[config.mk]
export PLATFORM = sky130hd
export DESIGN_NAME = clocked_serial_shift_port
export DESIGN_NICKNAME = d
export VERILOG_FILES = /design/src/csp_pkg.sv /design/src/csp_prescaler.sv /design/src/clocked_serial_shift_port.sv
export SDC_FILE = /design/constraint.sdc
export NUM_CORES = 1
export LEC_CHECK = 0
export BUFFER_PORTS_ARGS = -buffer_cell sky130_fd_sc_hd__buf_2
export CAP_MARGIN = 30
export CELL_PAD_IN_SITES_DETAIL_PLACEMENT = 2
export CELL_PAD_IN_SITES_GLOBAL_PLACEMENT = 2
export CORE_AREA = 2 2 102 104
export CTS_CLUSTER_SIZE = 28
export DETAILED_ROUTE_END_ITERATION = 8
export DIE_AREA = 0 0 104 106
export HOLD_SLACK_MARGIN = 0.1
export PLACE_DENSITY_LB_ADDON = 0.1
export SYNTH_ARGS = -nofsm -noshare
export SYNTH_HDL_FRONTEND = slang
export SYNTH_SLANG_ARGS = --single-unit
[constraint.sdc]
create_clock -name SYS_CLK_I -period 6.76 [get_ports SYS_CLK_I]
set_input_delay 0.338 -clock SYS_CLK_I [delete_from_list [all_inputs] [get_ports SYS_CLK_I]]
set_output_delay 0.338 -clock SYS_CLK_I [all_outputs]
set_load 0.01 [all_outputs]
[src/csp_pkg.sv]
`default_nettype none
package csp_pkg;
	// Register byte addresses on the APB
	localparam logic [7:0] ADDR_CTRL  = 8'h00;
	localparam logic [7:0] ADDR_STAT  = 8'h04;
	localparam logic [7:0] ADDR_UPPER = 8'h08;
	localparam logic [7:0] ADDR_LOWER = 8'h0C;
	// Values after reset
	localparam logic [7:0] CTRL_RESET = 8'h00;
	localparam logic [7:0] STAT_RESET = 8'h9C;
	// Status field positions
	localparam int STAT_LEVEL = 6;
	localparam int STAT_OVR   = 5;
	localparam int STAT_TAIL  = 1;
	localparam int STAT_START = 0;
	// Transfer lengths in bits and tail length in half shift clocks
	localparam logic [4:0] BITS_8      = 5'h08;
	localparam logic [4:0] BITS_16     = 5'h10;
	localparam logic [1:0] TAIL_HALVES = 2'h2;
	// Prescaler ratios, indexed by the divide select field
	localparam int DIV_RATIO [0:7] = '{1024, 256, 64, 32, 16, 8, 4, 2};
	localparam int DIV_W = 9;

	typedef enum logic [1:0] {
		MODE_8    = 2'b00,
		MODE_16   = 2'b01,
		MODE_CONT = 2'b10,
		MODE_RSVD = 2'b11
	} mode_t;

	typedef enum logic [1:0] {
		ST_IDLE  = 2'b00,
		ST_SHIFT = 2'b01,
		ST_TAIL  = 2'b11
	} state_t;

	typedef struct packed {
		mode_t      mode;
		logic       tail_mark_enable;
		logic       latch_tail;
		logic       ext_clk;
		logic [2:0] div_sel;
	} ctrl_t;
endpackage
`default_nettype wire

[src/csp_prescaler.sv]
`timescale 1ns/1ps
`default_nettype none
module csp_prescaler (
	// Clock and reset
	input  wire logic       clk_i,
	input  wire logic       rst_i,
	// Control
	input  wire logic       restart_i,
	input  wire logic [2:0] div_sel_i,
	// Half shift clock enable
	output logic            half_tick_o
);
	logic [csp_pkg::DIV_W-1:0] count;
	logic [csp_pkg::DIV_W-1:0] half_last;

	always_comb begin
		half_last = (csp_pkg::DIV_W)'(csp_pkg::DIV_RATIO[div_sel_i] / 2 - 1);
	end

	// Restart aligns the first edge to a full half period
	always_ff @(posedge clk_i) begin
		if (rst_i || restart_i || count >= half_last) begin
			count <= '0;
		end else begin
			count <= count + 1'b1;
		end
	end

	assign half_tick_o = !restart_i && (count >= half_last);
endmodule
`default_nettype wire

[src/clocked_serial_shift_port.sv]
`timescale 1ns/1ps
`default_nettype none
module clocked_serial_shift_port (
	// Clock and reset
	input  wire logic        SYS_CLK_I,
	input  wire logic        RESET_I,
	// APB slave
	input  wire logic        PSEL_I,
	input  wire logic        PENABLE_I,
	input  wire logic        PWRITE_I,
	input  wire logic [7:0]  PADDR_I,
	input  wire logic [31:0] PWDATA_I,
	output logic [31:0]      PRDATA_O,
	output logic             PREADY_O,
	output logic             PSLVERR_O,
	// Serial pins
	input  wire logic        SCK_I,
	output logic             SCK_O,
	output logic             SCK_OE_N_O,
	input  wire logic        SI_I,
	output logic             SO_O,
	// Transfer done request
	output logic             DONE_IRQ_O
);
	csp_pkg::ctrl_t  ctrl;
	csp_pkg::state_t state;
	logic [7:0] serial_data_upper;
	logic [7:0] serial_data_lower;
	logic       so_level;
	logic       ovr;
	logic       ovr_armed;
	logic       completed;
	logic       sck_reg;
	logic       sck_prev;
	logic [4:0] bit_cnt;
	logic [1:0] tail_cnt;
	logic       half_tick;
	logic       access;
	logic       commit;
	logic       mapped;
	logic       wr_ctrl;
	logic       wr_stat;
	logic       wr_upper;
	logic       wr_lower;
	logic       start_req;
	logic       ext_rise;
	logic       ext_fall;
	logic       shift_rise;
	logic       shift_fall;
	logic       done;
	logic       ovr_set;
	logic [4:0] last_bit;
	logic [7:0] status;
	logic [7:0] next_rdata;

	// Bus decode; answer one cycle into the access phase
	assign access = PSEL_I && PENABLE_I && !PREADY_O;
	assign commit = PSEL_I && PENABLE_I && PREADY_O;
	assign mapped = PADDR_I == csp_pkg::ADDR_CTRL
		|| PADDR_I == csp_pkg::ADDR_STAT
		|| PADDR_I == csp_pkg::ADDR_UPPER
		|| PADDR_I == csp_pkg::ADDR_LOWER;
	assign wr_ctrl  = commit && PWRITE_I && PADDR_I == csp_pkg::ADDR_CTRL;
	assign wr_stat  = commit && PWRITE_I && PADDR_I == csp_pkg::ADDR_STAT;
	assign wr_upper = commit && PWRITE_I && PADDR_I == csp_pkg::ADDR_UPPER;
	assign wr_lower = commit && PWRITE_I && PADDR_I == csp_pkg::ADDR_LOWER;

	// Reserved ones come from the reset pattern
	always_comb begin
		status = csp_pkg::STAT_RESET;
		status[csp_pkg::STAT_LEVEL] = SO_O;
		status[csp_pkg::STAT_OVR]   = ovr;
		status[csp_pkg::STAT_TAIL]  = state == csp_pkg::ST_TAIL;
		status[csp_pkg::STAT_START] = state == csp_pkg::ST_SHIFT;
	end

	always_comb begin
		unique case (PADDR_I)
			csp_pkg::ADDR_CTRL:  next_rdata = ctrl;
			csp_pkg::ADDR_STAT:  next_rdata = status;
			csp_pkg::ADDR_UPPER: next_rdata = serial_data_upper;
			csp_pkg::ADDR_LOWER: next_rdata = serial_data_lower;
			default:             next_rdata = 8'h00;
		endcase
	end

	always_ff @(posedge SYS_CLK_I) begin
		if (RESET_I) begin
			PREADY_O  <= 1'b0;
			PSLVERR_O <= 1'b0;
			PRDATA_O  <= 32'h00000000;
		end else begin
			PREADY_O  <= access;
			PSLVERR_O <= access && !mapped;
			if (access && !PWRITE_I) begin
				PRDATA_O <= {24'h000000, next_rdata};
			end
		end
	end

	// Writing control also aborts a running transfer
	always_ff @(posedge SYS_CLK_I) begin
		if (RESET_I) begin
			ctrl <= csp_pkg::CTRL_RESET;
		end else if (wr_ctrl) begin
			ctrl <= PWDATA_I[7:0];
		end
	end

	csp_prescaler u_prescaler (
		.clk_i       (SYS_CLK_I),
		.rst_i       (RESET_I),
		.restart_i   (start_req),
		.div_sel_i   (ctrl.div_sel),
		.half_tick_o (half_tick)
	);

	// Pin inputs are synchronous, so one register suffices for edges
	always_ff @(posedge SYS_CLK_I) begin
		if (RESET_I) begin
			sck_prev <= 1'b1;
		end else begin
			sck_prev <= SCK_I;
		end
	end

	assign ext_rise = ctrl.ext_clk && SCK_I && !sck_prev;
	assign ext_fall = ctrl.ext_clk && !SCK_I && sck_prev;

	always_comb begin
		if (ctrl.ext_clk) begin
			shift_rise = ext_rise && state == csp_pkg::ST_SHIFT;
			shift_fall = ext_fall && state == csp_pkg::ST_SHIFT;
		end else begin
			shift_rise = half_tick && !sck_reg
				&& state == csp_pkg::ST_SHIFT;
			shift_fall = half_tick && sck_reg
				&& state == csp_pkg::ST_SHIFT;
		end
	end

	// Start ignored in continuous and reserved modes
	assign start_req = wr_stat && PWDATA_I[csp_pkg::STAT_START]
		&& state == csp_pkg::ST_IDLE
		&& !ctrl.mode[1];
	assign last_bit = ctrl.mode == csp_pkg::MODE_16 ?
		csp_pkg::BITS_16 - 5'h01 : csp_pkg::BITS_8 - 5'h01;
	assign done = shift_rise && bit_cnt == last_bit;

	always_ff @(posedge SYS_CLK_I) begin
		if (RESET_I) begin
			state    <= csp_pkg::ST_IDLE;
			bit_cnt  <= 5'h00;
			tail_cnt <= 2'h0;
		end else if (wr_ctrl) begin
			state <= csp_pkg::ST_IDLE;
		end else begin
			unique case (state)
				csp_pkg::ST_IDLE: begin
					bit_cnt <= 5'h00;
					if (start_req) begin
						state <= csp_pkg::ST_SHIFT;
					end
				end
				csp_pkg::ST_SHIFT: begin
					if (shift_rise) begin
						bit_cnt <= bit_cnt + 5'h01;
					end
					if (done && ctrl.tail_mark_enable
						&& !ctrl.ext_clk) begin
						state    <= csp_pkg::ST_TAIL;
						tail_cnt <= 2'h0;
					end else if (done) begin
						state <= csp_pkg::ST_IDLE;
					end
				end
				csp_pkg::ST_TAIL: begin
					// Tail occupies one shift clock period
					if (half_tick) begin
						tail_cnt <= tail_cnt + 2'h1;
					end
					if (half_tick
						&& tail_cnt == csp_pkg::TAIL_HALVES - 2'h1) begin
						state <= csp_pkg::ST_IDLE;
					end
				end
				default: state <= csp_pkg::ST_IDLE;
			endcase
		end
	end

	// Internal shift clock; high between transfers, free running on every half tick in continuous mode with the internal clock
	always_ff @(posedge SYS_CLK_I) begin
		if (RESET_I) begin
			sck_reg <= 1'b1;
		end else if (!ctrl.ext_clk && ctrl.mode == csp_pkg::MODE_CONT) begin
			if (half_tick) begin
				sck_reg <= !sck_reg;
			end
		end else if (shift_fall || shift_rise) begin
			sck_reg <= !sck_reg;
		end else if (state != csp_pkg::ST_SHIFT) begin
			sck_reg <= 1'b1;
		end
	end

	always_ff @(posedge SYS_CLK_I) begin
		if (RESET_I) begin
			SCK_OE_N_O <= 1'b1;
		end else begin
			SCK_OE_N_O <= ctrl.ext_clk;
		end
	end

	assign SCK_O = sck_reg;

	// Output level: software write when idle, else the shifted bit
	always_ff @(posedge SYS_CLK_I) begin
		if (RESET_I) begin
			so_level <= 1'b0;
		end else if (shift_fall) begin
			so_level <= serial_data_lower[0];
		end else if (wr_stat && state == csp_pkg::ST_IDLE) begin
			so_level <= PWDATA_I[csp_pkg::STAT_LEVEL];
		end
	end

	assign SO_O = so_level;

	// No reset: contents undefined until software writes them
	always_ff @(posedge SYS_CLK_I) begin
		if (shift_rise) begin
			if (ctrl.mode == csp_pkg::MODE_16) begin
				serial_data_upper <= {SI_I, serial_data_upper[7:1]};
				serial_data_lower <= {serial_data_upper[0],
					serial_data_lower[7:1]};
			end else begin
				serial_data_lower <= {SI_I,
					serial_data_lower[7:1]};
			end
		end else begin
			if (wr_upper) begin
				serial_data_upper <= PWDATA_I[7:0];
			end
			if (wr_lower) begin
				serial_data_lower <= PWDATA_I[7:0];
			end
		end
	end

	// Overrun: a set in the clearing cycle wins
	assign ovr_set = ext_rise && completed && state == csp_pkg::ST_IDLE;

	always_ff @(posedge SYS_CLK_I) begin
		if (RESET_I) begin
			completed <= 1'b0;
		end else if (start_req || wr_ctrl) begin
			completed <= 1'b0;
		end else if (done) begin
			completed <= 1'b1;
		end
	end

	always_ff @(posedge SYS_CLK_I) begin
		if (RESET_I) begin
			ovr       <= 1'b0;
			ovr_armed <= 1'b0;
		end else begin
			if (ovr_set) begin
				ovr <= 1'b1;
			end else if (wr_stat && ovr_armed
				&& !PWDATA_I[csp_pkg::STAT_OVR]) begin
				ovr <= 1'b0;
			end
			if (commit && !PWRITE_I && PADDR_I == csp_pkg::ADDR_STAT
				&& ovr) begin
				ovr_armed <= 1'b1;
			end else if (!ovr || wr_stat) begin
				ovr_armed <= 1'b0;
			end
		end
	end

	always_ff @(posedge SYS_CLK_I) begin
		if (RESET_I) begin
			DONE_IRQ_O <= 1'b0;
		end else begin
			DONE_IRQ_O <= done;
		end
	end
endmodule
`default_nettype wire

======== Yosys cells after proc, flatten, opt, wreduce, memory -nomap -nowiden ========
Memory sizes are Yosys's and may differ from the RTL's.
Index checks and enable logic that the tools add are counted.
Widths: inputs -> output; s select.
storage, ports and cells
  memory bits (read-only) ................. 256
  memories ................................ 1
  flip-flop bits (word level) ............. 60
cells by class
  bitwise logic cells ..................... 3
  $add $sub $neg .......................... 5
  muxes and demuxes ....................... 32
  reduce and logical (&&, ||, !) cells .... 73
  magnitude comparators ................... 2
  eq/ne operators ......................... 18
memory list
  name              words  width  rd ports  clocked after memory_dff  wr ports  line                 RTL
  (name not given)  8      32     1         0                         0         csp_prescaler.sv:17  half_last = (csp_pkg::DIV_W)'(csp_pkg::DIV_RATIO[div_sel_i] / 2 - 1);
operators with widths
  cell                 number
  $mux 32              2
  $mux 8               6
  $logic_and 1x1->1    37
  $pmux 8 s4           1
  $eq 8x4->1 const B   2
  $reduce_bool 2->1    7
  $mux 1               12
  $mux 2               6
  $logic_not 1->1      11
  $pmux 5 s2           1
  $add 9x1->9          1
  $add 9x1->9 const B  1
  $ge 9x9->1           1
  $sub 9x2->9 const B  1
  $eq 8x3->1 const B   1
  $logic_not 8->1      1
  $logic_or 1x1->1     8
  $ne 2x1->1 const B   4
  $ne 2x2->1 const B   4
  $eq 2x1->1 const B   3
  $pmux 2 s3           1
  $reduce_and 3->1     2
  $add 5x1->5 const B  1
  $eq 5x4->1           1
  15 further kinds     18

======== Depth between registers and ports, before layout ========
Gate-level depths: netlist (run 1).
  depth in word-level cells ............... 17
  depth in mapped cells ................... 17
  depth with buffers taken out ............ 15

======== Modules after synthesis ========
A second synthesis (run 1) with hierarchy kept.
unflattened totals
  cells, all modules ...................... 385
  area, all modules ....................... 3353.2 um^2
modules (own cells, without submodules)
  module                     area an instance (um^2)  times used  sequential area each (um^2)  cells each
  clocked_serial_shift_port  2651.3                   1           1181.1                       305
  csp_prescaler              701.9                    1           180.2                        80

======== Worst setup path before layout (run 1) ========
OpenSTA, ideal clock, no wires.
  path type ............................... register -> register
  from .................................... reg ctrl[2] in the netlist's numbering
  to ...................................... reg serial_data_upper[0] (enable)
  library setup time ...................... 0.384 ns
  slack ................................... 3.290 ns
  cell stages (with the launch flop) ...... 17
  arrival time ............................ 3.086 ns
  period minus slack after synthesis ...... 3.470 ns
  path buffers ............................ 2
  cells stage by stage .................... dfxtp_1 > and2_1 > nand2_1 > ha_1 > nor2_1 > nand2_1 > nand2_1 > a21oi_1 > ha_1 > a21oi_1 > or3_1 > o211ai_2 > or2_2 > buf_2 > a31oi_1 > buf_2 > o21ai_0
on the way
  word-level cells in the longest chain between the ends .. 14
  elaborated cells on any way between the ends .. 15
  those cells by class .................... add/sub: 2; order compare: 1; eq/ne: 1; mux: 3; bitwise: 2; reduce/logical: 5; memory: 1
ends and longest elaborated chain
  item                                                              line                              RTL
  start, declared                                                   clocked_serial_shift_port.sv:25   csp_pkg::ctrl_t ctrl;
  start signal, assigned                                            clocked_serial_shift_port.sv:104  ctrl <= csp_pkg::CTRL_RESET;
  start signal, assigned                                            clocked_serial_shift_port.sv:106  ctrl <= PWDATA_I[7:0];
  $not 3->4 (implied by the code) (*)                               csp_prescaler.sv:17
  $mem_v2 8x32 (*)                                                  --
  $mux 32 (implied by the code) (*) (2 in series)                   csp_prescaler.sv:17
  $and 1x1->1 (no line)                                             --
  $add 9x1->9 (no line) (*)                                         --
  $sub 9x2->9 (*)                                                   csp_prescaler.sv:17
  $ge 9x9->1 (*)                                                    csp_prescaler.sv:29               assign half_tick_o = !restart_i && (count >= half_last);
  $logic_and 1x1->1 (*)                                             csp_prescaler.sv:29
  $logic_and 1x1->1 (*)                                             clocked_serial_shift_port.sv:135  shift_rise = half_tick && !sck_reg
  $logic_and 1x1->1 (*)                                             clocked_serial_shift_port.sv:136  && state == csp_pkg::ST_SHIFT;
  $mux 1 (*)                                                        clocked_serial_shift_port.sv:131  if (ctrl.ext_clk) begin
  $ne 2x1->1 (no line) / $reduce_bool 2->1 (equally long branches)  --
  $reduce_and 2->1 (no line) (*)                                    --
  end signal, assigned                                              clocked_serial_shift_port.sv:234  serial_data_upper <= {SI_I, serial_data_upper[7:1]};
  end signal, assigned                                              clocked_serial_shift_port.sv:243  serial_data_upper <= PWDATA_I[7:0];
  end, declared                                                     clocked_serial_shift_port.sv:27   logic [7:0] serial_data_upper;
Mark *: on every way between the ends. The rest lies on a longest branch, timed or not. The select of a mux whose other input is x is not followed.
A chain may end at the register's enable or synchronous reset.

======== Worst setup path after layout (run 1) ========
  from .................................... reg ctrl[2] in the netlist's numbering
  to ...................................... reg serial_data_upper[6] (enable)
Same word-level chain as after synthesis.

==> results by stage, run 1 <==
STA:
- The post-route fraction of the period consumed by the critical path is 0.557.
- The post-route clock skew is 10.0 ps.
- The max-slew violation count is 0.
- The aggregate negative setup slack is 0 ps.
- The worst-case setup margin in the final layout is 3000 ps.
- The shortest clock period the worst path allows after layout is 3760 ps.
- For the pin with the worst max-slew slack, the measured transition is between 700 and 800 ps.
- Timing would allow up to 266 MHz.
- The worst slew slack as a fraction of its limit is 0.495.
- Setup violations remaining at the end of the flow were counted as 0.
- The number of endpoints with negative hold slack in the final report was 0.
- Setup repair after global routing left no endpoint under its margin.

GRT:
- The met2 layer usage reported by global route is 0.292.
- The initial antenna violation count is 0.
- The number of global-route vias before repair was 2,773.
- The maximum number of pins on one net before global-route repair is 27.
- The global routing stage identified its most utilized layer as met2.
- The first global-routing pass estimated 15.1 mm of wire.
- The fraction of met1 tracks used by global routing is 0.231.
- In the global route stage, met3 resource usage came out at 0.0521.
- For this run the aggregate overflow at the end of global routing stands at 0.
- For this run, the total global-route usage over all layers was measured as 0.179.

Finish:
- The top cell types in the final layout, fill and taps aside, are sky130_fd_sc_hd__dfxtp_1, sky130_fd_sc_hd__nand2_1, sky130_fd_sc_hd__buf_2.
- The number of diodes is 0.
- Fill cells in the final layout number between 1,000 and 1,500.
- The layout cell share with drive strength beyond 1 is 0.218.
- For this run, the post-layout net count is 450.
- The library cell used most frequently in the layout, excluding fill and tap cells, is sky130_fd_sc_hd__dfxtp_1.
- Relative to the synthesized area, the layout overhead comes to 12.7%.

Critical path:
- The sort of element at the end of the critical path is a flop.
- The setup path with the least slack is of type flop to flop.
- The cell with the most instances on the worst path is sky130_fd_sc_hd__nand2_1.
- At the worst endpoint, the required time is 6820 ps.
- The type of origin of the critical path is a flop.
- Data arrives at the worst endpoint at 3820 ps.
- The cell at the slowest stage of the critical path is sky130_fd_sc_hd__dfxtp_1.
- Of all nets on the critical path, the largest fanout is 21.
- In this design, the stage delay of the slowest critical-path cell is 530 ps.
- Walking the worst path, the cells encountered are and2_1, nand2_1, ha_1, nor2_1, nand2_1, nand2_1, a21oi_1, ha_1, a211oi_1, or3_1, o211ai_2, or2_2, a31oi_2, buf_4, nand4b_1, o21ai_0, buf_4.

Floorplan:
- The initial utilization of the core area, before any placement, comes to 0.330.
- The standard-cell row count is 37.
- The floorplan step defined a die boundary enclosing about 11,000 um2.
- The die outline width is 104 um.
- The floorplan step set the die height to 106 um.
- After floorplanning, the core was sized to cover 10000 um2.
- The top-level port count is 85.

Yosys:
- The number of flops mapped to enable cells by yosys is 16.
- The number of standard cells after synthesis is 355.
- The post-synth design cell area is 3300 um2.
- For this run, the register share of the synthesized area comes to 0.412.
- The average size of a mapped cell is 9.30 um2.
- After synthesis, the netlist uses 52 different library cells.
- The most used flip-flop cell after synthesis is sky130_fd_sc_hd__dfxtp_1.
- Of all flip-flops after synthesis, the portion carrying an async set or reset was 0.
- In this run, synthesis produced a sequential element count of 60.
- The Yosys step of the flow raised 0 warnings.

Placement:
- The HPWL after detailed placement is 6.79 mm.
- Port buffering added 36 buffers.
- At the placement stage, the worst setup path has a slack of 2950 ps.
- The congestion estimate from routability-driven global placement came to roughly 0.76.

Clock tree:
- Gates resized during post-CTS repair numbered 0.
- The count of buffers added by post-CTS timing repair for setup is 0.
- Clock tree synthesis found a total of 60 sinks.
- The CTS root buffer is sky130_fd_sc_hd__clkbuf_8.
- The longest clock path from root to sink contains 2 buffers.
- TritonCTS created 9 clock buffers.
- Clock-pin slew was measured on the worst setup and hold paths at 70 ps.
- The number of hold-repair buffers added at the cts stage is 0.
- The clock latency reported for the late side of the worst-skew pair is 350 ps.
- TritonCTS built the clock tree.
- The maximum level of the CTS H-tree is 3.

Route:
- The wire length per cell after detailed routing is ~17 um.
- Before antenna repair, the detailed router went through 4 iterations.
- After detailed routing, the number of remaining DRC violations is 0.
- Wires add up to between 9 and 10 mm.
- Dividing the detail-routed via count by the number of cells gives 5.07.
- The number of nets still failing antenna checks after routing is 0.
- For this block, the via count after detailed routing is 2,693.
- After the first detailed-routing iteration, the DRC count stood at 114.

Pwr:
- In this run the static leakage power is 0.00147 uW.
- The internal portion of the total power is 576 uW.
- Of the total power, the clock network draws 0.451.
- The total chip power is 759 uW.
- The sequential fraction of design power is 0.492.
- The share of total power consumed by net switching is 0.241.
- The largest vdd supply drop is 0.0733 mV.
- Dividing total power by cell area gives a power density of 204 nW/um2.
- The combinational share of power is 0.057.
- In this run the power spent charging and discharging nets is 183 uW.

Job:
- Across the run, the number of max-cap violations was 0.

Hold path:
- The kind of path behind the tightest hold check is primary input to flop.

Run status:
- The flow ran to the end, and the final reports show no timing, DRC or antenna violations.
-- registers in the layout, summed over array words and instances, names as in the netlist --
signal / cells
u_prescaler.count: 9
PRDATA_O: 8
ctrl: 8
serial_data_lower: 8
serial_data_upper: 8
bit_cnt: 5
state: 2
tail_cnt: 2
DONE_IRQ_O: 1
PREADY_O: 1
PSLVERR_O: 1
SCK_O: 1
SCK_OE_N_O: 1
SO_O: 1
completed: 1
ovr: 1
ovr_armed: 1
sck_prev: 1
-- cell usage after synthesis, types with 5 or more instances --
master / number / area (um2)
sky130_fd_sc_hd__nor3_1: 6 / 30.0
sky130_fd_sc_hd__xnor2_1: 5 / 43.8
sky130_fd_sc_hd__inv_1: 10 / 37.5
sky130_fd_sc_hd__nor2_1: 34 / 128
sky130_fd_sc_hd__nand4_1: 5 / 31.3
sky130_fd_sc_hd__a21oi_1: 22 / 110
sky130_fd_sc_hd__buf_4: 25 / 188
sky130_fd_sc_hd__a31oi_1: 5 / 31.3
sky130_fd_sc_hd__o21ai_0: 13 / 65.1
sky130_fd_sc_hd__dfxtp_1: 44 / 881
sky130_fd_sc_hd__nand2_1: 38 / 143
sky130_fd_sc_hd__ha_1: 13 / 163
sky130_fd_sc_hd__nand3_1: 9 / 45.0
sky130_fd_sc_hd__mux2_2: 17 / 191
sky130_fd_sc_hd__clkbuf_1: 9 / 33.8
sky130_fd_sc_hd__or3_1: 7 / 43.8
sky130_fd_sc_hd__xor2_1: 5 / 43.8
sky130_fd_sc_hd__edfxtp_1: 16 / 480
-- metal layers --
layer	vias to the layer above	share of wire
met5	-	0
li1	1300	-
met3	9	0.044
met4	0	0.013
met2	54	0.48
met1	1330	0.47
-- power by group through the flow --
stage,combinational [uW],sequential [uW],clock (uW)
floorplan,37.7,381,0
global placement,42.8,381,0
detailed placement,43.8,381,0
CTS,44.2,373,358
global route,49.4,373,374
finish,43.6,373,342
-- per-stage QoR --
stage	utilization	std cells	hold slack, ps	area (um2)
5_1_grt	0.372	531	241	3720
6_report	0.372	531	249	3720
3_3_place_gp	0.351	514	442	3510
2_1_floorplan	-	378	429	3390
3_5_place_dp	0.352	515	455	3520
4_1_cts	0.372	531	231	3720
-- critical path: cells and delay by family (launching register included) --
| kind | cells | cell delay [ps] |
|---|---|---|
| AND/OR/NAND/NOR | 8 | 1250 |
| AO/OA/AOI/OAI | 5 | 700 |
| flip-flops | 1 | 530 |
| buffers and inverters | 2 | 500 |
| adder cells (fa/ha/maj) | 2 | 470 |
-- layout make-up --
type                            count  area (um2)  share of cell area
Clock buffer                       12         155              0.0417
Clock inverter                      4        48.8              0.0131
Inverter                           10        37.5              0.0101
Multi-Input combinational cell    270        1750               0.470
Sequential cell                    60        1360               0.366
Tap cell                          136         170              0.0457
Timing Repair Buffer               39         200              0.0538
-- final timing paths --
check	start	end	slack, ps	cells past startpoint
worst min register to register	tail_cnt[1]	tail_cnt[1]	460	2
worst max-delay path	ctrl[2]	serial_data_upper[6]	3000	17
worst min-delay path	PWDATA_I[7]	ctrl[7]	250	3
worst max register to register	ctrl[2]	serial_data_upper[6]	3000	17
-- kinds of logic (layout without fill, tap and decap cells) --
logic type | Yosys count | in the layout | synth area share
mux | 23 | 23 | 0.0913
fa+ha+maj | 13 | 13 | 0.0493
flops | 60 | 60 | 0.412
simple gates | 135 | 135 | 0.205
other cells | 1 | 24 | 0.00114
buf+inv | 48 | 65 | 0.0864
compound gates | 65 | 65 | 0.128
xor+xnor | 10 | 10 | 0.0265
Note: power is estimated with default switching activity, not from simulation.
==> run 2: changes to the inputs <==
--- a/config.mk
+++ b/config.mk
@@ -9,10 +9,10 @@
 export CAP_MARGIN = 30
 export CELL_PAD_IN_SITES_DETAIL_PLACEMENT = 2
 export CELL_PAD_IN_SITES_GLOBAL_PLACEMENT = 2
-export CORE_AREA = 2 2 102 104
+export CORE_AREA = 2 2 105 107
 export CTS_CLUSTER_SIZE = 28
 export DETAILED_ROUTE_END_ITERATION = 8
-export DIE_AREA = 0 0 104 106
+export DIE_AREA = 0 0 107 109
 export HOLD_SLACK_MARGIN = 0.1
 export PLACE_DENSITY_LB_ADDON = 0.1
 export SYNTH_ARGS = -nofsm -noshare
==> constraint.sdc (replaced) <==
create_clock -name SYS_CLK_I -period 3.7 [get_ports SYS_CLK_I]
set_input_delay 0.185 -clock SYS_CLK_I [delete_from_list [all_inputs] [get_ports SYS_CLK_I]]
set_output_delay 0.185 -clock SYS_CLK_I [all_outputs]
set_load 0.01 [all_outputs]
==> results by stage, run 2 (same netlist as run 1, synthesis figures left out) <==
Route:
- The vias after detailed routing is 2,699 (was 2,693).
- The final wirelength is 9.37 mm (was 9.22 mm).
- The post-detailed-route via-to-cell ratio is 5.00 (was 5.07).
- The first-pass iteration count of the detailed router is 4 (unchanged).
- The number of DRC violations after detailed routing is 0 (unchanged).
- The wire length per cell after detailed routing is 17.3 um (was 17.4 um).
- The number of nets still failing antenna checks after routing came to 0 (unchanged).
- The count of routing violations after the opening detailed-route iteration came to 78 (was 114).

GRT:
- The global-route wire length before repair was 15.0 mm (was 15.1 mm).
- The overall overflow remaining after global route is 0 (unchanged).
- The number of global-route vias before repair is 2,821 (was 2,773).
- The initial antenna violation count is 0 (unchanged).
- The total track usage is 0.171 (was 0.179).
- The maximum number of pins on one net before global-route repair was 27 (unchanged).

STA:
- The post-route clock skew is 10.3 ps (was 10.0 ps).
- The post-route fraction of the period consumed by the critical path is 0.912 (was 0.557).
- The aggregate negative setup slack is 0 ps (unchanged).
- The shortest clock period the worst path allows after layout is 3370 ps (was 3760 ps).
- The transition time at the pin with the least slew margin is 726 ps (was 758 ps).
- The worst hold slack after final layout is 110 ps (was 249 ps).
- The max-slew violation count is 0 (unchanged).
- Unrepaired setup endpoints after global routing: false (unchanged).
- The worst slew slack as a fraction of its limit is 0.516 (was 0.495).
- The fmax is 296 MHz (was 266 MHz).
- The final setup violation count is 0 (unchanged).
- The worst-case setup margin in the final layout is 325 ps (was 3000 ps).
- The number of endpoints with negative hold slack in the final report is 0 (unchanged).

Run status:
- Status: complete, no violations (unchanged).

Clock tree:
- The clock transition at the registers of the reported paths came to 80 ps (was 70 ps).
- The TritonCTS buffer count was 9 (unchanged).
- The maximum count of clock buffers along a single path is 2 (unchanged).
- The clock sink total is 60 (unchanged).
- The CTS root buffer is sky130_fd_sc_hd__clkbuf_8 (unchanged).
- The clock tree from TritonCTS is done (unchanged).
- The clock latency reported for the late side of the worst-skew pair was 350 ps (about the same).
- The maximum level of the CTS H-tree was 3 (unchanged).

Pwr:
- The net switching power came to 349 uW (was 183 uW).
- The share of total power consumed by net switching came to 0.255 (was 0.241).
- The leakage dissipation was 0.00150 uW (was 0.00147 uW).
- The power per unit of standard cell area is 362 nW/um2 (was 204 nW/um2).
- The design internal power came to 1020 uW (was 576 uW).
- The combinational share of power came to 0.060 (was 0.057).
- The sequential fraction of design power is 0.498 (was 0.492).
- The largest vdd supply drop is 0.119 mV (was 0.0733 mV).
- The part of the total power dissipated in the clock network is 0.441 (was 0.451).

Finish:
- The number of flip-flops under the largest register name is 9 (unchanged).
- The utilization after layout is 0.357 (was 0.372).
- The register with the most flip-flops is u_prescaler.count (unchanged).
- The layout cell share with drive strength beyond 1 is 0.228 (was 0.218).
- Leading cell types in the layout, fill and taps excluded: sky130_fd_sc_hd__dfxtp_1, sky130_fd_sc_hd__nand2_1, sky130_fd_sc_hd__buf_2 (unchanged).
- The number of diodes is 0 (unchanged).
- The number of nets in the layout is 455 (was 450).
- The layout overhead on the synthesized area is 14.6% (was 12.7%).
- The count of filler cells inserted in the layout is 1,227 (was 1,158).
- The most common cell after layout, fill and taps aside is sky130_fd_sc_hd__dfxtp_1 (unchanged).

Placement:
- The global placer's final weighted congestion is 0.708 (was 0.764).
- The placement-stage worst setup slack is 203 ps (was 2950 ps).
- The HPWL after detailed placement came to 6.88 mm (was 6.79 mm).
- The number of port buffers was 36 (unchanged).

Floorplan:
- The effective utilization at floorplan was 0.311 (was 0.330).
- The die area came to 11,700 um2 (was 11,000 um2).
- The top-level port count was 85 (unchanged).
- The die outline width is 107 um (was 104 um).
- The area of the core was 10,600 um2 (was 10000 um2).
- The standard-cell row count is 38 (was 37).
- The floorplan die height came to 109 um (was 106 um).

Critical path:
- The maximum fanout along the worst path is 19 (was 21).
- The required time at the worst-slack endpoint was 3800 ps (was 6820 ps).
- The type of origin of the critical path is a flop (unchanged).
- The data arrival time of the critical path is 3470 ps (was 3820 ps).
- The critical setup path kind was flop to flop (unchanged).
- The sort of element at the end of the critical path is a flop (unchanged).

Hold path:
- The kind of path behind the tightest hold check is primary input to flop (unchanged).

Job:
- The max-cap violation count is 0 (unchanged).
[run 2: stage by stage]
stage,std cells,total power [uW],instance area [um2]
6_report,540,1370,3780
5_1_grt,540,1430,3780
4_1_cts,540,1390,3770
3_5_place_dp,522,778,3560
3_3_place_gp,522,776,3560
2_1_floorplan,378,766,3390
[run 2: layer usage]
metal | wire (um) | up-vias | GRT usage
met5 | 0 | - | 0
met4 | 94 | 0 | 0.0501
met3 | 305 | 11 | 0.0359
met2 | 4420 | 44 | 0.282
met1 | 4550 | 1341 | 0.225
li1 | - | 1303 | -
[run 2: timing repair]
item | CTS | global route
hold buffers | 2 | 0
setup buffers | 0 | 0
hold endpoints to repair | 2 | 0
resized for setup | 0 | 2
endpoints found under the setup margin | 0 | 30
[run 2: worst max-delay path, cell delays in order, from the launching register on]
cell                       delay [ps]
sky130_fd_sc_hd__dfxtp_1          310
sky130_fd_sc_hd__and2_1           210
sky130_fd_sc_hd__nand2_1          120
sky130_fd_sc_hd__ha_1             240
sky130_fd_sc_hd__inv_1             90
sky130_fd_sc_hd__a211oi_1         220
sky130_fd_sc_hd__a21oi_1           70
sky130_fd_sc_hd__ha_1             290
sky130_fd_sc_hd__a21oi_1          120
sky130_fd_sc_hd__or3_1            130
sky130_fd_sc_hd__o211ai_2         130
sky130_fd_sc_hd__or2_2            370
sky130_fd_sc_hd__a31oi_4          270
sky130_fd_sc_hd__buf_12           200
sky130_fd_sc_hd__mux2_2           350
[run 2: final timing paths]
kind	from	slack (ps)	to	cells after the start
hold reg to reg	tail_cnt[1]	460	tail_cnt[1]	2
setup / recovery	ctrl[1]	330	serial_data_lower[3]	14
hold / removal	SCK_I	110	sck_prev	2
setup reg to reg	ctrl[1]	330	serial_data_lower[3]	14
[run 2: power groups by stage]
stage	clock network (uW)	registers [uW]	logic, uW
floorplan	0	697	68.9
global placement	0	697	78.8
detailed placement	0	697	81.2
CTS	623	682	83.3
global route	656	683	92.5
finish	604	682	82.5
[run 2: area by class of cell]
type	count	area (um2)	share of cell area
clock buffer	10	128	0.0337
tap	140	175	0.0463
inverter	10	37.5	0.00992
multi-input combinational	270	1760	0.465
timing repair buffer	44	258	0.0681
clock inverter	6	65.1	0.0172
sequential	60	1360	0.360
==> run 3: changes to the inputs <==
--- a/config.mk
+++ b/config.mk
@@ -5,15 +5,16 @@
 export SDC_FILE = /design/constraint.sdc
 export NUM_CORES = 1
 export LEC_CHECK = 0
-export BUFFER_PORTS_ARGS = -buffer_cell sky130_fd_sc_hd__buf_2
 export CAP_MARGIN = 30
 export CELL_PAD_IN_SITES_DETAIL_PLACEMENT = 2
 export CELL_PAD_IN_SITES_GLOBAL_PLACEMENT = 2
-export CORE_AREA = 2 2 105 107
+export CORE_AREA = 2 2 97 99
 export CTS_CLUSTER_SIZE = 28
 export DETAILED_ROUTE_END_ITERATION = 8
-export DIE_AREA = 0 0 107 109
+export DIE_AREA = 0 0 99 101
+export DONT_BUFFER_PORTS = 1
 export HOLD_SLACK_MARGIN = 0.1
+export MAX_ROUTING_LAYER = met4
 export PLACE_DENSITY_LB_ADDON = 0.1
 export SYNTH_ARGS = -nofsm -noshare
 export SYNTH_HDL_FRONTEND = slang
==> results by stage, run 3 (same netlist as run 1, synthesis figures left out) <==
STA:
- The number of endpoints with negative hold slack in the final report is 0 (unchanged).
- The max-slew violation count is 0 (unchanged).
- The post-route fraction of the period consumed by the critical path was 0.938 (was 0.912).
- The final setup violation count is 0 (unchanged).
- The worst hold slack after final layout is 109 ps (was 110 ps).
- The shortest clock period the worst path allows after layout is 3470 ps (was 3370 ps).
- The transition time at the pin with the least slew margin came to 693 ps (was 726 ps).
- The fmax is 288 MHz (was 296 MHz).
- The worst slew slack as a fraction of its limit is 0.538 (was 0.516).
- Unrepaired setup endpoints after global routing: false (unchanged).
- The post-route clock skew came to 14.6 ps (was 10.3 ps).
- The aggregate negative setup slack is 0 ps (unchanged).

Critical path:
- The type of origin of the critical path is a flop (unchanged).
- The sort of element at the end of the critical path is a flop (unchanged).
- The maximum fanout along the worst path is 19 (unchanged).
- The data arrival time of the critical path is 3580 ps (was 3470 ps).
- The critical setup path kind is flop to flop (unchanged).
- The required time at the worst-slack endpoint is 3810 ps (was 3800 ps).

Clock tree:
- The maximum count of clock buffers along a single path is 2 (unchanged).
- The clock transition at the registers of the reported paths is 80 ps (about the same).
- The clock latency reported for the late side of the worst-skew pair came to 350 ps (about the same).
- The TritonCTS buffer count is 9 (unchanged).
- The maximum level of the CTS H-tree is 3 (unchanged).
- The clock tree from TritonCTS is done (unchanged).
- The clock sink total was 60 (unchanged).
- The count of buffers added by post-CTS timing repair for setup is 0 (unchanged).
- The CTS root buffer is sky130_fd_sc_hd__clkbuf_8 (unchanged).

Finish:
- The count of filler cells inserted in the layout is 1,004 (was 1,227).
- The number of nets in the layout was 430 (was 455).
- The register with the most flip-flops was u_prescaler.count (unchanged).
- The utilization after layout is 0.410 (was 0.357).
- The layout overhead on the synthesized area is 11.5% (was 14.6%).
- The number of flip-flops under the largest register name came to 9 (unchanged).
- The non-filler instance count after layout is 486 (was 540).
- The combined flip-flop and latch cell area came to 1360 um2 (unchanged).
- Leading cell types in the layout, fill and taps excluded: sky130_fd_sc_hd__dfxtp_1, sky130_fd_sc_hd__nand2_1, sky130_fd_sc_hd__nor2_1 (was sky130_fd_sc_hd__dfxtp_1, sky130_fd_sc_hd__nand2_1, sky130_fd_sc_hd__buf_2).
- The most common cell after layout, fill and taps aside is sky130_fd_sc_hd__dfxtp_1 (unchanged).
- The number of diodes is 0 (unchanged).
- The area used by multi-input combinational logic came to 1750 um2 (was 1760 um2).
- The layout cell share with drive strength beyond 1 is 0.149 (was 0.228).

Placement:
- The post-placement cell count came to 457 (was 522).
- The HPWL after detailed placement is 6.71 mm (was 6.88 mm).
- The number of port buffers is 0 (was 36).
- The global placer's final weighted congestion was 0.707 (was 0.708).

Route:
- The vias after detailed routing was 2,659 (was 2,699).
- The number of DRC violations after detailed routing is 0 (unchanged).
- The wire length per cell after detailed routing was 19.1 um (was 17.3 um).
- The first-pass iteration count of the detailed router is 4 (unchanged).
- The number of nets still failing antenna checks after routing is 0 (unchanged).
- The final wirelength is 9.27 mm (was 9.37 mm).
- The post-detailed-route via-to-cell ratio is 5.47 (was 5.00).
- The count of routing violations after the opening detailed-route iteration came to 140 (was 78).

GRT:
- The initial antenna violation count is 0 (unchanged).
- The number of global-route vias before repair came to 2,699 (was 2,821).
- The total track usage was 0.200 (was 0.171).
- The global-route wire length before repair is 14.7 mm (was 15.0 mm).
- The maximum number of pins on one net before global-route repair was 26 (was 27).
- The overall overflow remaining after global route is 0 (unchanged).

Floorplan:
- The top-level port count was 85 (unchanged).
- The floorplan die height is 101 um (was 109 um).
- The die outline width was 99 um (was 107 um).
- The die area was 10000 um2 (was 11,700 um2).
- The standard-cell row count came to 35 (was 38).
- The effective utilization at floorplan was 0.368 (was 0.311).
- The area of the core was 8980 um2 (was 10,600 um2).

Pwr:
- The power per unit of standard cell area is 361 nW/um2 (was 362 nW/um2).
- The leakage dissipation came to 0.00139 uW (was 0.00150 uW).
- The largest vdd supply drop is 0.156 mV (was 0.119 mV).

Job:
- The max-cap violation count is 0 (unchanged).

Run status:
- Status: complete, no violations (unchanged).

Hold path:
- The kind of path behind the tightest hold check was primary input to flop (unchanged).
-- run 3: cell count changes in the layout (fill, tap and decap cells not counted), sizes merged --
cell | previous run | this run
dlygate4sd3 | 2 | 12
buf | 42 | 7
clkbuf | 10 | 11
bufinv | 1 | 0
-- run 3: final timing paths --
kind | cells after the start | startpoint | endpoint | slack [ps]
max reg2reg | 14 | ctrl[1] | serial_data_upper[1] | 230
max | 14 | ctrl[1] | serial_data_upper[1] | 230
min reg2reg | 2 | tail_cnt[1] | tail_cnt[1] | 460
min | 2 | PWRITE_I | ovr_armed | 110
-- run 3: cell type report --
type / count / area share
Inverter: 10 / 0.0102
Sequential cell: 60 / 0.370
Multi-Input combinational cell: 270 / 0.476
Tap cell: 111 / 0.0377
Clock inverter: 5 / 0.00952
Clock buffer: 11 / 0.0415
Timing Repair Buffer: 19 / 0.0557
-- run 3: what timing repair did --
item                                    4_1_cts  5_1_grt
hold endpoints to repair                     44        0
hold buffers                                 12        0
endpoints found under the setup margin        0        8
resized for setup                             0        1
-- run 3: stage by stage --
step                      cell area [um2]  total power, uW  setup slack [ps]
after floorplan                      3390              766               230
after global placement               3340              748               342
after detailed placement             3340              751               213
after CTS                            3650             1340               205
after global routing                 3680             1390              2.58
final                                3680             1330               228
-- run 3: critical path, stage by stage, from the launching register on --
cell	delay, ps
sky130_fd_sc_hd__dfxtp_1	310
sky130_fd_sc_hd__and2_1	200
sky130_fd_sc_hd__nand2_1	110
sky130_fd_sc_hd__ha_1	250
sky130_fd_sc_hd__inv_1	90
sky130_fd_sc_hd__a211oi_1	230
sky130_fd_sc_hd__a21oi_1	80
sky130_fd_sc_hd__ha_1	200
sky130_fd_sc_hd__a211oi_1	230
sky130_fd_sc_hd__or3_1	160
sky130_fd_sc_hd__o211ai_2	120
sky130_fd_sc_hd__or2_2	340
sky130_fd_sc_hd__a31oi_2	330
sky130_fd_sc_hd__buf_12	210
sky130_fd_sc_hd__mux2_2	360
-- run 3: power breakdown --
| part | internal, uW | total [uW] | leakage, uW | switching [uW] |
|---|---|---|---|---|
| Combinational | 32.0 | 73.8 | 0.000800 | 41.8 |
| Clock | 284 | 573 | 0.0000944 | 289 |
| Sequential | 677 | 683 | 0.000500 | 5.78 |
| Total | 993 | 1330 | 0.00139 | 337 |
-- run 3: per-layer routing --
layer / global-route usage / share of wire / vias up
li1: - / - / 1261
met1: 0.256 / 0.47 / 1328
met2: 0.310 / 0.47 / 54
met3: 0.0458 / 0.042 / 16
met4: 0.0717 / 0.017 / 0
met5: - / 0 / -
